File: src/tfc_pkg.sv
// tape formatter control package: register selects, field layout, codes, state types
// assumes one 250 MHz clock; the formatter variant is fixed at build time
package tfc_pkg;

  localparam logic [4:0] TFC_SEL_TAPE_CONTROL = 5'h09;
  localparam logic [4:0] TFC_SEL_CHECK_CHAR   = 5'h0a;

  localparam int TC_SLAVE_LSB  = 0;
  localparam int TC_EVEN_PAR   = 3;
  localparam int TC_FMT_LSB    = 4;
  localparam int TC_DEN_LSB    = 8;
  localparam int TC_INH_SHORT  = 11;
  localparam int TC_ABORT_WERR = 12;
  localparam int TC_FCL        = 13;
  localparam int TC_IFC        = 14;

  localparam logic [3:0] FMT_A_LAST     = 4'h3;
  localparam logic [3:0] FMT_B_FIRST    = 4'hc;
  localparam logic [3:0] FMT_RESERVED   = 4'hf;
  localparam logic [2:0] DEN_PE_FIRST   = 3'h5;
  localparam logic [15:0] TC_RESET      = 16'h0000;
  localparam logic [8:0]  CHECK_RESET   = 9'h000;

  localparam int RUN_DROP_TIME_NS  = 1000;
  localparam int CLK_PERIOD_NS     = 4;
  localparam int RUN_DROP_CYCLES   = RUN_DROP_TIME_NS / CLK_PERIOD_NS;
  localparam int TRACKS            = 9;

  typedef enum logic [3:0] {
    OP_IDLE = 4'b0001,
    OP_RUN  = 4'b0010,
    OP_WAIT = 4'b0100,
    OP_END  = 4'b1000
  } tfc_op_type;

  typedef struct packed {
    logic load;
    logic go;
    logic space;
    logic read;
    logic write;
  } tfc_cmd_type;

  typedef struct packed {
    logic dataBusParity;
    logic correctableCrcError;
    logic longitudinalCheckError;
    logic verticalParityError;
    logic formatterParityError;
  } tfc_err_type;

  typedef struct packed {
    logic start;
    logic abort;
    logic formatError;
    logic nonexecutableFunction;
    logic frameCountError;
    logic endOfBlockSignal;
    logic done;
  } tfc_evt_type;

  typedef struct packed {
    logic [2:0] slave;
    logic       evenParity;
    logic [3:0] format;
    logic [2:0] densitySelect;
    logic       peMode;
  } tfc_cfg_type;

endpackage : tfc_pkg

File: src/tfc_control_regs.sv
// tape formatter control and check-character registers with command gating
// assumes command, bus and frame counter strobes are one-cycle pulses on sys_clk;
// track loss arrives from transport pins and is synchronised here
`timescale 1ns/10ps
module tfc_control_regs #(
  parameter bit FORMATTER_VARIANT_B = 1'b0
) (
  input  wire logic                        sys_clk,
  input  wire logic                        reset,
  input  wire logic [4:0]                  regSel,
  input  wire logic                        regWrite,
  input  wire logic [15:0]                 regWrData,
  output      logic [15:0]                 regRdData,
  input  wire logic                        initPulse,
  input  wire logic                        driveClear,
  input  wire tfc_pkg::tfc_cmd_type        cmd,
  input  wire tfc_pkg::tfc_err_type        errIn,
  input  wire logic                        frameCounterWritten,
  input  wire logic                        frameCounterRollover,
  input  wire logic                        endOfRecord,
  input  wire logic                        runLine,
  input  wire logic                        driveReady,
  input  wire logic [tfc_pkg::TRACKS-1:0]  trackLossPins,
  input  wire logic [8:0]                  nrzCheckChar,
  output      tfc_pkg::tfc_cfg_type        cfg,
  output      tfc_pkg::tfc_evt_type        evt,
  output      logic                        frameCountLoaded,
  output      logic [8:0]                  checkField,
  output      logic                        checkValid
);
  import tfc_pkg::*;

  typedef struct packed {
    logic [2:0]        slave;
    logic              evenParity;
    logic [3:0]        format;
    logic [2:0]        densitySelect;
    logic              inhibitShort;
    logic              abortOnWrErr;
    logic              frame_count_loaded;
    logic              ignore_frame_count;
    tfc_op_type        op;
    logic              opWrite;
    logic              opRead;
    logic              opPe;
    logic [TRACKS-1:0] deadTrack;
    logic              ckPending;
    logic [8:0]        ckField;
    logic              ckValid;
    logic              dryQ;
    logic [7:0]        waitCnt;
    tfc_evt_type       evt;
    logic [15:0]       rdData;
  } tfc_state_type;

  tfc_state_type stQ;
  tfc_state_type stD;
  logic [TRACKS-1:0] trackLoss;

  localparam logic [7:0] WAIT_LAST = 8'(RUN_DROP_CYCLES - 1);

  function automatic logic isPe(input logic [2:0] density_select);
    isPe = (density_select >= DEN_PE_FIRST);
  endfunction : isPe

  function automatic logic fmtOk(input logic [3:0] f);
    if (FORMATTER_VARIANT_B) begin
      fmtOk = (f >= FMT_B_FIRST) && (f != FMT_RESERVED);
    end else begin
      fmtOk = (f <= FMT_A_LAST);
    end
  endfunction : fmtOk

  tfc_pin_sync u_sync (
    .sys_clk (sys_clk),
    .reset   (reset),
    .pinIn   (trackLossPins),
    .pinOut  (trackLoss)
  );

  logic tcHit;
  logic motion;
  logic xfer;
  logic anyWrErr;
  logic tcWr;
  logic clrAll;

  always_comb begin
    tcHit    = (regSel == TFC_SEL_TAPE_CONTROL);
    tcWr     = regWrite && tcHit;
    motion   = cmd.space || cmd.read || cmd.write;
    xfer     = cmd.read || cmd.write;
    anyWrErr = |errIn;
    clrAll   = initPulse || driveClear;

    stD      = stQ;
    stD.evt  = '0;
    stD.dryQ = driveReady;

    // software fields; init and drive clear leave them alone
    if (tcWr) begin
      stD.slave         = regWrData[TC_SLAVE_LSB +: 3];
      stD.evenParity    = regWrData[TC_EVEN_PAR];
      stD.format        = regWrData[TC_FMT_LSB +: 4];
      stD.densitySelect = regWrData[TC_DEN_LSB +: 3];
      stD.inhibitShort  = regWrData[TC_INH_SHORT];
      stD.abortOnWrErr  = regWrData[TC_ABORT_WERR];
      stD.ignore_frame_count           = regWrData[TC_IFC];
    end

    // frame-count-loaded: the write completing wins over any clear
    if (frameCounterRollover || clrAll) begin
      stD.frame_count_loaded = 1'b0;
    end
    if (frameCounterWritten) begin
      stD.frame_count_loaded = 1'b1;
    end

    case (stQ.op)
      OP_IDLE: begin
        stD.waitCnt = '0;
        if (cmd.load && cmd.go && !clrAll) begin
          if (xfer && !fmtOk(stQ.format)) begin
            stD.evt.formatError = 1'b1;
            stD.evt.abort       = 1'b1;
          end else if (motion && !stQ.frame_count_loaded && !stQ.ignore_frame_count) begin
            stD.evt.nonexecutableFunction = 1'b1;
            stD.evt.abort                 = 1'b1;
          end else if (motion) begin
            stD.evt.start = 1'b1;
            stD.op        = OP_RUN;
            stD.opWrite   = cmd.write;
            stD.opRead    = cmd.read;
            stD.opPe      = isPe(stQ.densitySelect);
            stD.deadTrack = '0;
          end
        end
      end
      OP_RUN: begin
        if (stQ.opRead && stQ.opPe) begin
          stD.deadTrack = stQ.deadTrack | trackLoss;
        end
        if (clrAll) begin
          stD.evt.abort = 1'b1;
          stD.op        = OP_IDLE;
        end else if (stQ.opWrite && stQ.abortOnWrErr && anyWrErr) begin
          stD.evt.abort = 1'b1;
          stD.op        = OP_IDLE;
        end else if (frameCounterRollover) begin
          // overflow ends the operation even when the count is ignored
          stD.evt.endOfBlockSignal = 1'b1;
          stD.op                   = OP_WAIT;
        end else if (endOfRecord) begin
          // record shorter than the loaded count
          if (!stQ.ignore_frame_count && !stQ.inhibitShort) begin
            stD.evt.frameCountError = 1'b1;
          end
          stD.evt.endOfBlockSignal = 1'b1;
          stD.op                   = OP_WAIT;
        end
      end
      OP_WAIT: begin
        if (!runLine || clrAll) begin
          stD.op = OP_END;
        end else if (stQ.waitCnt == WAIT_LAST) begin
          // controller kept run up; signal completion another way
          stD.evt.frameCountError = 1'b1;
          stD.op                  = OP_END;
        end else begin
          stD.waitCnt = stQ.waitCnt + 8'h01;
        end
      end
      OP_END: begin
        stD.evt.done  = 1'b1;
        stD.ckPending = stQ.opRead || stQ.opWrite;
        stD.op        = OP_IDLE;
      end
      default: begin
        stD.op = OP_IDLE;
      end
    endcase

    // check field moves only on a drive ready rise after an operation
    if (driveReady && !stQ.dryQ && stQ.ckPending) begin
      stD.ckPending = 1'b0;
      stD.ckValid   = 1'b1;
      if (stQ.opPe) begin
        stD.ckField = stQ.deadTrack;
      end else begin
        stD.ckField = nrzCheckChar;
      end
    end
    if (!driveReady) begin
      stD.ckValid = 1'b0;
    end

    // reads return the values as they stand before this cycle
    if (tcHit) begin
      stD.rdData = {1'b0, stQ.ignore_frame_count, stQ.frame_count_loaded, stQ.abortOnWrErr,
                    stQ.inhibitShort, stQ.densitySelect,
                    stQ.format, stQ.evenParity, stQ.slave};
    end else if (regSel == TFC_SEL_CHECK_CHAR) begin
      stD.rdData = {7'h00, stQ.ckField};
    end else begin
      stD.rdData = 16'h0000;
    end
  end

  always_ff @(posedge sys_clk or posedge reset) begin
    if (reset) begin
      stQ         <= '0;
      stQ.op      <= OP_IDLE;
      stQ.ckField <= CHECK_RESET;
    end else begin
      stQ <= stD;
    end
  end

  always_comb begin
    regRdData         = stQ.rdData;
    cfg.slave         = stQ.slave;
    cfg.evenParity    = stQ.evenParity && !isPe(stQ.densitySelect);
    cfg.format        = stQ.format;
    cfg.densitySelect = stQ.densitySelect;
    cfg.peMode        = isPe(stQ.densitySelect);
    evt               = stQ.evt;
    frameCountLoaded  = stQ.frame_count_loaded;
    checkField        = stQ.ckField;
    checkValid        = stQ.ckValid;
  end
endmodule : tfc_control_regs

File: src/tfc_pin_sync.sv
// three-stage synchroniser for the per-track signal-loss pins
// assumes pins change slowly against sys_clk; output moves when stages two and three agree
`timescale 1ns/10ps
module tfc_pin_sync (
  input  wire logic                        sys_clk,
  input  wire logic                        reset,
  input  wire logic [tfc_pkg::TRACKS-1:0]  pinIn,
  output      logic [tfc_pkg::TRACKS-1:0]  pinOut
);
  import tfc_pkg::*;

  typedef struct packed {
    logic [TRACKS-1:0] s1;
    logic [TRACKS-1:0] s2;
    logic [TRACKS-1:0] s3;
    logic [TRACKS-1:0] held;
  } tfc_sync_type;

  tfc_sync_type syncQ;
  tfc_sync_type syncD;

  always_comb begin
    syncD    = syncQ;
    syncD.s1 = pinIn;
    syncD.s2 = syncQ.s1;
    syncD.s3 = syncQ.s2;
    for (int i = 0; i < TRACKS; i++) begin
      if (syncQ.s2[i] == syncQ.s3[i]) begin
        syncD.held[i] = syncQ.s3[i];
      end
    end
  end

  always_ff @(posedge sys_clk or posedge reset) begin
    if (reset) begin
      syncQ <= '0;
    end else begin
      syncQ <= syncD;
    end
  end

  assign pinOut = syncQ.held;

endmodule : tfc_pin_sync

File: config.mk
export PLATFORM = sky130hd
export DESIGN_NAME = tfc_control_regs
export DESIGN_NICKNAME = d
export VERILOG_FILES = /design/src/tfc_pkg.sv /design/src/tfc_control_regs.sv /design/src/tfc_pin_sync.sv
export SDC_FILE = /design/constraint.sdc
export NUM_CORES = 1
export LEC_CHECK = 0
export BUFFER_PORTS_ARGS = -buffer_cell sky130_fd_sc_hd__buf_2
export CORE_ASPECT_RATIO = 2
export CORE_MARGIN = 2
export CORE_UTILIZATION = 50
export CTS_CLUSTER_SIZE = 10
export DETAILED_ROUTE_END_ITERATION = 8
export PLACE_DENSITY = 0.75
export SYNTH_ARGS = -nofsm -noshare
export SYNTH_HDL_FRONTEND = slang
export SYNTH_SLANG_ARGS = --single-unit
File: constraint.sdc
create_clock -name sys_clk -period 9.6 [get_ports sys_clk]
set_clock_uncertainty 0.1 [all_clocks]
set_input_delay 0.48 -clock sys_clk [delete_from_list [all_inputs] [get_ports sys_clk]]
set_output_delay 0.48 -clock sys_clk [all_outputs]
set_load 0.02 [all_outputs]
# Word-level counts from Yosys, hierarchy flattened
# Index checks and enable logic that the tools add are counted.
[totals]
n_memories = 0
output_inout_bits = 46
ram_bits = 0
wordCells = 157
romBits = 0
ff_bits = 110
latchBits = 0
inputBits = 59
[classes]
add_sub_neg = 1
n_mux = 50
div_mod_pow = 0
mul = 0
n_eq_ne = 26
n_reduce_logical = 37
n_lt_le_gt_ge = 2
n_bitwise = 3
shift = 0
[ops]
columns = ["cell", "count"]
rows = [
  ["16-bit two-way mux", 4],
  ["4-bit two-way mux", 7],
  ["9-bit two-way mux", 3],
  ["1-bit two-way mux", 23],
  ["9-bit case mux with 2 select lines", 1],
  ["8-bit two-way mux", 2],
  ["8-bit case mux with 2 select lines", 1],
  ["15-bit two-way mux", 1],
  ["2-bit != test (second input constant)", 7],
  ["1-bit logical AND", 13],
  ["4-bit case mux with 3 select lines", 1],
  ["6-bit AND reduction", 2],
  ["11-bit two-way mux", 1],
  ["5-bit by 4-bit == test with 1-bit output (second input constant)", 2],
  ["1-bit == test", 9],
  ["9-bit bitwise OR", 1],
  ["8-bit by 1-bit adder with 8-bit output (second input constant)", 1],
  ["8-bit == test (second input constant)", 1],
  ["1-bit zero test", 8],
  ["2-bit two-way mux", 4],
  ["2-bit nonzero test", 4],
  ["1-bit logical OR", 7],
  ["5-bit != test (second input constant)", 1],
  ["5-bit AND reduction", 1],
  ["other kinds (12)", 14],
]

# Depth between registers and ports, before layout
# Gate-level depths: netlist of the first run.
[logic_depth]
depth_word = 10
mapped_depth = 6
depth_no_buf = 6

# Modules after synthesis
# From an unflattened synthesis of the first run, not the netlist that was laid out.
[hier_totals]
hier_cells = 341
area_unflattened_um2 = 4411.7
[modules_own_cells]
columns = ["mod", "n_inst", "area_each_um2", "cells_per_inst"]
rows = [
  ["tfc_control_regs", 1, 3338.2, 286],
  ["tfc_pin_sync", 1, 1073.5, 55],
]

# Least setup slack after synthesis of the first run
# No wires, ideal clock.
[synth_timing]
path_type = "register -> register"
from = "reg stQ[55] (netlist bit)"
to = "reg stQ[53] (netlist bit)"
synth_period_minus_slack_ps = 1962
setup_slack_ps = 7638
setup_ps = 125
stages_incl_launch_ff = 5
arrival_time_ps = 1737
cell_sequence = "dfstp_2 nor4b_4 nand4_2 nor3_4 mux2_2"
[synth_via]
elab_chain_cells = 2
[synth_lines]
columns = ["item", "line", "source"]
rows = [
  ["start: declaration", "tfc_control_regs.sv:56", "tfc_state_type stQ;"],
  ["start signal: assignment", "tfc_control_regs.sv:215", "stQ <= stD;"],
  ["4-bit by 1-bit == test with 1-bit output", "tfc_control_regs.sv:119", "case (stQ.op)"],
  ["5-bit AND reduction (no source line)", "n/a", ""],
]
# Every way passes these cells.
# A chain may end at the register's enable or synchronous reset.

# Worst setup path in the final report of the first run
[layout_timing]
from = "reg stQ[55] (netlist bit)"
to = "reg stQ[54] (netlist bit)"
# The elaborated chain is that of the path after synthesis.

==> results of run 1 <==
## critical path: cells and delay by family, from the launching register on
family           cells  cell delay (ns)
and+or+nand+nor      3             1.27
muxes                1             0.40
DFF                  1             0.60
## power by group through the flow
stage                     sequential (mW)  clock [mW]  combinational (mW)
after floorplan                     0.556           0               0.136
after global placement              0.568           0               0.153
after detailed placement            0.571           0               0.158
after CTS                           0.562       0.389               0.158
after global routing                0.570       0.407               0.172
final                               0.562       0.379               0.156
## synth_stat cells, types with 2 or more instances
master / count
dfrtp_1: 108
buf_4: 43
nor2_1: 23
mux2_2: 17
nand2_1: 17
o21ai_0: 15
mux2i_1: 11
a21oi_1: 10
a22o_1: 10
maj3_1: 9
and2_1: 8
inv_1: 5
nand3_1: 5
nand4_1: 4
o211ai_1: 4
or4_1: 4
clkbuf_1: 3
xor2_1: 3
and3_1: 2
ha_1: 2
nor2b_1: 2
nor3_1: 2
nor4b_4: 2
o21a_1: 2
## logic make-up (layout without fill, tap and decap cells)
logic type,count (synthesis),after routing,share of synthesized area
AO/OA/AOI/OAI,47,47,0.07165
XOR/XNOR,3,3,0.006044
adder cells (fa/ha/maj),11,11,0.02647
buffers and inverters,53,124,0.08489
flip-flops,109,109,0.6276
multiplexers,28,28,0.06935
other,1,1,0.0008625
AND/OR/NAND/NOR,81,81,0.1131
## worst min path at each step
stage / startpoint / end / slack [ns] / depth (start not counted)
2_1_floorplan: u_sync.syncD[19] / u_sync.syncD[10] / 0.23 / 0
3_3_place_gp: u_sync.syncD[24] / u_sync.syncD[15] / 0.23 / 0
3_5_place_dp: u_sync.syncD[18] / u_sync.syncD[9] / 0.24 / 0
4_1_cts: trackLossPins[5] / u_sync.syncD[23] / 0.12 / 1
5_1_grt: trackLossPins[2] / u_sync.syncD[20] / 0.12 / 1
6_report: trackLossPins[5] / u_sync.syncD[23] / 0.13 / 1
## cells in the final DEF (no fill, tap or decap), types with 2 or more instances in the layout
master     netlist  final
inv_6            0      2
nand2_1         17     17
inv_1            5      4
mux2i_1         11     11
nand4_1          4      4
nand3_1          5      5
ha_1             2      2
nor3_1           2      2
buf_2            1    101
maj3_1           9      9
nor4b_4          2      2
o21ai_0         15     15
o211ai_1         4      4
or4_1            4      4
dfrtp_1        108    108
nor2b_1          2      2
nor2_1          23     23
a21oi_1         10     10
and3_1           2      2
o21a_1           2      2
xor2_1           3      3
a22o_1          10     10
and2_1           8      8
clkbuf_16        0      9
mux2_2          17     17
## metal layers
layer  up-vias  GRT usage  part of all wire
met1      1319     0.1899              0.37
met3        16    0.04225             0.049
met5         -          0                 0
met2        77     0.3138              0.55
met4         0    0.08226             0.024
li1       1246          -                 -
## cell type report
class	count	area [um^2]
fill	700	3563
sequential	109	2729
multi-input combinational	171	1250
timing repair buffer	103	523.0
clock buffer	9	225.2
tap	100	125.1
clock inverter	7	91.34
inverter	5	21.27
## state kept, by name, summed over array words and instances (netlist names)
| register | count |
|---|---|
| checkValid | 1 |
| u_sync.pinOut | 9 |
| checkField | 9 |
| u_sync.syncD | 18 |
| regRdData | 15 |
| u_sync.syncQ | 9 |
| cfg | 10 |
| stQ | 30 |
| evt | 7 |
| frameCountLoaded | 1 |
## stage by stage
step / utilization / instances / worst slack, ns
2_1_floorplan: - / 333 / 6.148
3_3_place_gp: 0.5439 / 487 / 7.054
3_5_place_dp: 0.5439 / 487 / 7.022
4_1_cts: 0.5822 / 504 / 7.072
5_1_grt: 0.5822 / 504 / 6.934
6_report: 0.5822 / 504 / 7.117
## what timing repair did
item                      in CTS  in global routing
hold endpoints to repair       7                  0
hold buffers                   1                  0
resized for setup              0                  0
==> impl_metrics.yaml, run 1 <==
pwr:
  power_frac_comb: 0.142
  power_mw: 1.096
  p_int_mw: 0.7923
  p_sw_frac: 0.2774
  power_density_nw_per_um2: 220.8
  clkPwrFrac: 0.346
  leakage_nw: 2.450
  sequentialPowerShare: 0.512
  vdd_drop_max_uv: 131.9
  p_switching_mw: 0.3041
die:
  dieHeight_um: 135.9
  rows: 48
  die_w_um: 69.94
  coreArea_um2: 8528
  initial_core_util: 0.5098
  die_area_um2: 9503
  ioPinCount: 105
routing:
  dr.first_iter.drc_count: 150
  wire_per_inst_um: 15.53
  totalWireLength_um: 7825
  routed_via_density: 5.274
  postRouteAntennaNets: 0
  vias: 2658
  route.detailed.drc: 0
  first_pass_iters: 4
worst_setup_path:
  crit_path_start: "stQ[55]"
  arrival_ns: 2.61
  crit_path_end: "stQ[54]"
  slowest_delay_ns: 0.60
  worstSetupPathType: "reg2reg"
  critPathSlowestCell: "dfstp_2"
  cp_max_fo: 14
  r2r_cells: 4
  r2r_end: "stQ[54]"
  worstPathCellList: "nor4b_4, nand4_2, nor3_4, mux2_2"
  cp-start-kind: "register"
  r2r_setup_slack_ns: 7.12
  worstPathRequired_ns: 9.73
  worstSetupEndpointType: "register"
  reg2reg_from: "stQ[55]"
logic_synthesis:
  synth.top_cell.area_share: 0.6216
  syn_avg_cell_area_um2: 13.06
  synthCells: 333
  netlist_area_um2: 4348
  synth_edf_count: 0
  syn-num-nets: 394
  synth_seq_area_share: 0.6276
  synth-seq-cells: 109
  synth_warnings: 0
  synth_area_leaders: "dfrtp_1 62%, buf_4 7.4%, mux2_2 4.4%"
  async_flop_share: 1.000
  synth_cell_types: 46
  yosys_most_used_dff: "dfrtp_1"
  synth_area_leader_cell: "dfrtp_1"
cells_and_area:
  fin_area_um2: 4965
  drive_gt1_frac: 0.3639
  fin_nets: 460
  antenna_cells: 0
  area.growth.synth_to_final_pct: 14.19
run_status:
  status: "finished clean"
sta:
  fin_crit_ns: 2.483
  relSlewSlack: 0.3289
  hold_viol_final: 0
  tns_ns: 0
  tightest_slew_ns: 1.007
  setup_viol: 0
  fmax_mhz: 402.7
  rsz0062_at_grt: "false"
  min_period_over_period: 0.2586
  slew_viol_final: 0
  hold-worst-slack_ns: 0.1315
cts:
  cts.sinks: 109
  clockBufferDepth: 2
  htree_levels: 3
  tritoncts: "built"
  cts_root_buf: "clkbuf_16"
  postCtsSetupBuffers: 0
  clk_latency_ns: 0.35
  clk_pin_slew_ns: 0.07
  numCtsBuffers: 9
global_routing:
  grt_use_total: 0.1742
  antenna_found_initial: 0
  grt_pass1_wl_um: 12770
  grt_max_degree: 85
  globalRouteOverflowTotal: 0
  grt_pass1_vias: 2679
place:
  place_congestion: 0.7575
  dpl-instance-area_um2: 4638
  portBuffers: 101
  dp_hpwl_um: 5878
job:
  cap_violations: 0
hold_path:
  hp-class: "in2reg"
Note: power is estimated with default switching activity, not from simulation.
==> run 2: changes to the inputs <==
--- a/config.mk
+++ b/config.mk
@@ -5,6 +5,7 @@
 export SDC_FILE = /design/constraint.sdc
 export NUM_CORES = 1
 export LEC_CHECK = 0
+export ABC_AREA = 1
 export BUFFER_PORTS_ARGS = -buffer_cell sky130_fd_sc_hd__buf_2
 export CORE_ASPECT_RATIO = 2
 export CORE_MARGIN = 2
==> constraint.sdc (replaced) <==
create_clock -name sys_clk -period 2.6 [get_ports sys_clk]
set_clock_uncertainty 0.1 [all_clocks]
set_input_delay 0.13 -clock sys_clk [delete_from_list [all_inputs] [get_ports sys_clk]]
set_output_delay 0.13 -clock sys_clk [all_outputs]
set_load 0.02 [all_outputs]
==> impl_metrics.yaml, run 2 <==
routing:
  dr.first_iter.drc_count: 198
  route.detailed.drc: 0
  vias: 3491
  totalWireLength_um: 9307
  wire_per_inst_um: 13.28
  postRouteAntennaNets: 0
  first_pass_iters: 4
  routed_via_density: 4.980
worst_setup_path:
  slowest_delay_ns: 0.57
  cp-start-kind: "register"
  cp_max_fo: 11
  worstPathCellList: "inv_2, nor2_4, nand2_2, nand2_1, nand2_4, nor2_8, nand2_4, nand2_1, nand2_1"
  worstSetupEndpointType: "register"
  arrival_ns: 1.94
  worstPathRequired_ns: 2.73
  worstSetupPathType: "reg2reg"
  critPathBufInv: 1
  cpMostUsedCell: "nand2_1"
  cp_top_family: "simple AND/OR/NAND/NOR gates"
  critPathSlowestCell: "dfstp_2"
cells_and_area:
  final-seq-area_um2: 2729
  final_cell_count_no_fill: 701
  fillers: 768
  largest_reg_flops: 30
  max_flop_register: "stQ"
  most-common-layout-cells: "108 x dfrtp_1, 101 x buf_2, 87 x nand2_1, 61 x nor2_1, 54 x inv_1"
  final_common_cell: "dfrtp_1"
  area.growth.synth_to_final_pct: 21.86
  fin_nets: 654
  antenna_cells: 0
  fin_util: 0.6154
  multi_input_area_um2: 1361
  drive_gt1_frac: 0.2312
logic_synthesis:
  syn_avg_cell_area_um2: 9.581
  synth.top_cell.area_share: 0.5780
  synth_cell_types: 32
  syn-num-nets: 549
  netlist_area_um2: 4676
  synth_seq_area_share: 0.5836
  synth-seq-cells: 109
  synth_area_leaders: "dfrtp_1 58%, nand2_1 7.0%, buf_4 6.7%"
  synthTopCellsByCount: "108 x dfrtp_1, 87 x nand2_1, 61 x nor2_1, 55 x inv_1, 42 x buf_4"
  synth_edf_count: 0
  synth_warnings: 0
  synthCells: 488
  async_flop_share: 1.000
  synth_area_leader_cell: "dfrtp_1"
  yosys.cell_count.top_type: "dfrtp_1"
  yosys_most_used_dff: "dfrtp_1"
sta:
  hold_viol_final: 0
  slew_viol_final: 0
  min_period_over_period: 0.6942
  fmax_mhz: 554.0
  hold-worst-slack_ns: 0.01664
  relSlewSlack: 0.6018
  setup_viol: 0
  rsz0062_at_grt: "false"
  tightest_slew_ns: 0.5967
  fin_crit_ns: 1.805
  tns_ns: 0
cts:
  clk_latency_ns: 0.34
  cts_root_buf: "clkbuf_16"
  htree_levels: 3
  clockBufferDepth: 2
  numCtsBuffers: 9
  postCtsSetupBuffers: 0
  cts.sinks: 109
  clk_pin_slew_ns: 0.06
  tritoncts: "built"
die:
  initial_core_util: 0.5050
  ioPinCount: 105
  rows: 50
  die_w_um: 72.38
  coreArea_um2: 9259
  dieHeight_um: 140.8
  die_area_um2: 10190
global_routing:
  grt_use_total: 0.1969
  antenna_found_initial: 0
  globalRouteOverflowTotal: 0
  grt_pass1_wl_um: 15760
  grt_max_degree: 110
  grt_pass1_vias: 3601
place:
  place_congestion: 0.8349
  dp_hpwl_um: 6424
  portBuffers: 101
  dp.cells: 643
hold_path:
  hp-class: "in2reg"
pwr:
  power_mw: 3.636
  vdd_drop_max_uv: 338.9
  power_density_nw_per_um2: 638.2
  leakage_nw: 2.951
job:
  cap_violations: 0
run_status:
  status: "finished clean"
[run 2: changes by cell type after synthesis, sizes merged, moves of 5 or more]
| cell | before | now |
|---|---|---|
| o22ai | 0 | 7 |
| a22o | 10 | 0 |
| mux2i | 11 | 0 |
| inv | 5 | 58 |
| mux2 | 17 | 0 |
| o21ai | 15 | 20 |
| o211ai | 4 | 9 |
| and2 | 8 | 0 |
| nand3 | 5 | 24 |
| nor2 | 23 | 69 |
| a21oi | 10 | 17 |
| nand2 | 18 | 95 |
[run 2: layout make-up]
cell class / count / area share
Clock buffer: 11 / 0.04260
Clock inverter: 4 / 0.01010
Inverter: 58 / 0.03887
Multi-Input combinational cell: 270 / 0.2389
Sequential cell: 109 / 0.4789
Tap cell: 104 / 0.02284
Timing Repair Buffer: 145 / 0.1678
[run 2: metrics by stage]
step / setup WS (ns) / instance area, um^2
finish: 0.7951 / 5698
global route: 0.6234 / 5698
CTS: 0.7858 / 5698
detailed placement: 0.8181 / 4967
global placement: 0.8935 / 4967
floorplan: 1.055 / 4679
[run 2: logic make-up (layout without fill, tap and decap cells)]
group,after synthesis,count (layout),synth area share
XOR/XNOR,1,1,0.001874
buffers and inverters,109,218,0.1252
AND/OR/NAND/NOR,201,201,0.1932
flip-flops,109,109,0.5836
adder cells (fa/ha/maj),11,11,0.02462
AO/OA/AOI/OAI,56,56,0.07064
other,1,1,0.0008020
[run 2: final timing paths]
path,from,to,slack (ns),depth (start not counted)
setup / recovery,stQ[55],stQ[50],0.80,9
hold / removal,driveClear,evt[1],0.02,4
setup reg to reg,stQ[55],stQ[50],0.80,9
hold reg to reg,u_sync.syncD[23],u_sync.syncD[14],0.25,0
max in group asynchronous,reset,evt[1],1.56,4
min in group asynchronous,reset,u_sync.pinOut[8],0.42,4
[run 2: worst register-to-register path, delay by kind of cell (launching register included)]
family | cells | cell delay (ns)
and+or+nand+nor | 8 | 0.98
DFF | 1 | 0.57
buffers and inverters | 1 | 0.05
[run 2: power by group]
part	internal, mW	switching (mW)	leakage [nW]
sequential	1.79	0.0752	1.33
combinational	0.169	0.246	1.47
clock	0.776	0.581	0.144
total	2.73	0.902	2.95
[run 2: layer usage]
metal  global-route usage  share of wire  vias to the layer above
met2               0.3646           0.57                       84
li1                     -              -                     1719
met3              0.04074          0.038                       25
met1               0.2053           0.36                     1663
met5                    0              0                        -
met4              0.09064          0.031                        0
[run 2: timing repair]
| action | 4_1_cts | 5_1_grt |
|---|---|---|
| hold buffers | 43 | 0 |
| gates resized for setup | 0 | 0 |
| hold endpoints to repair | 147 | 0 |
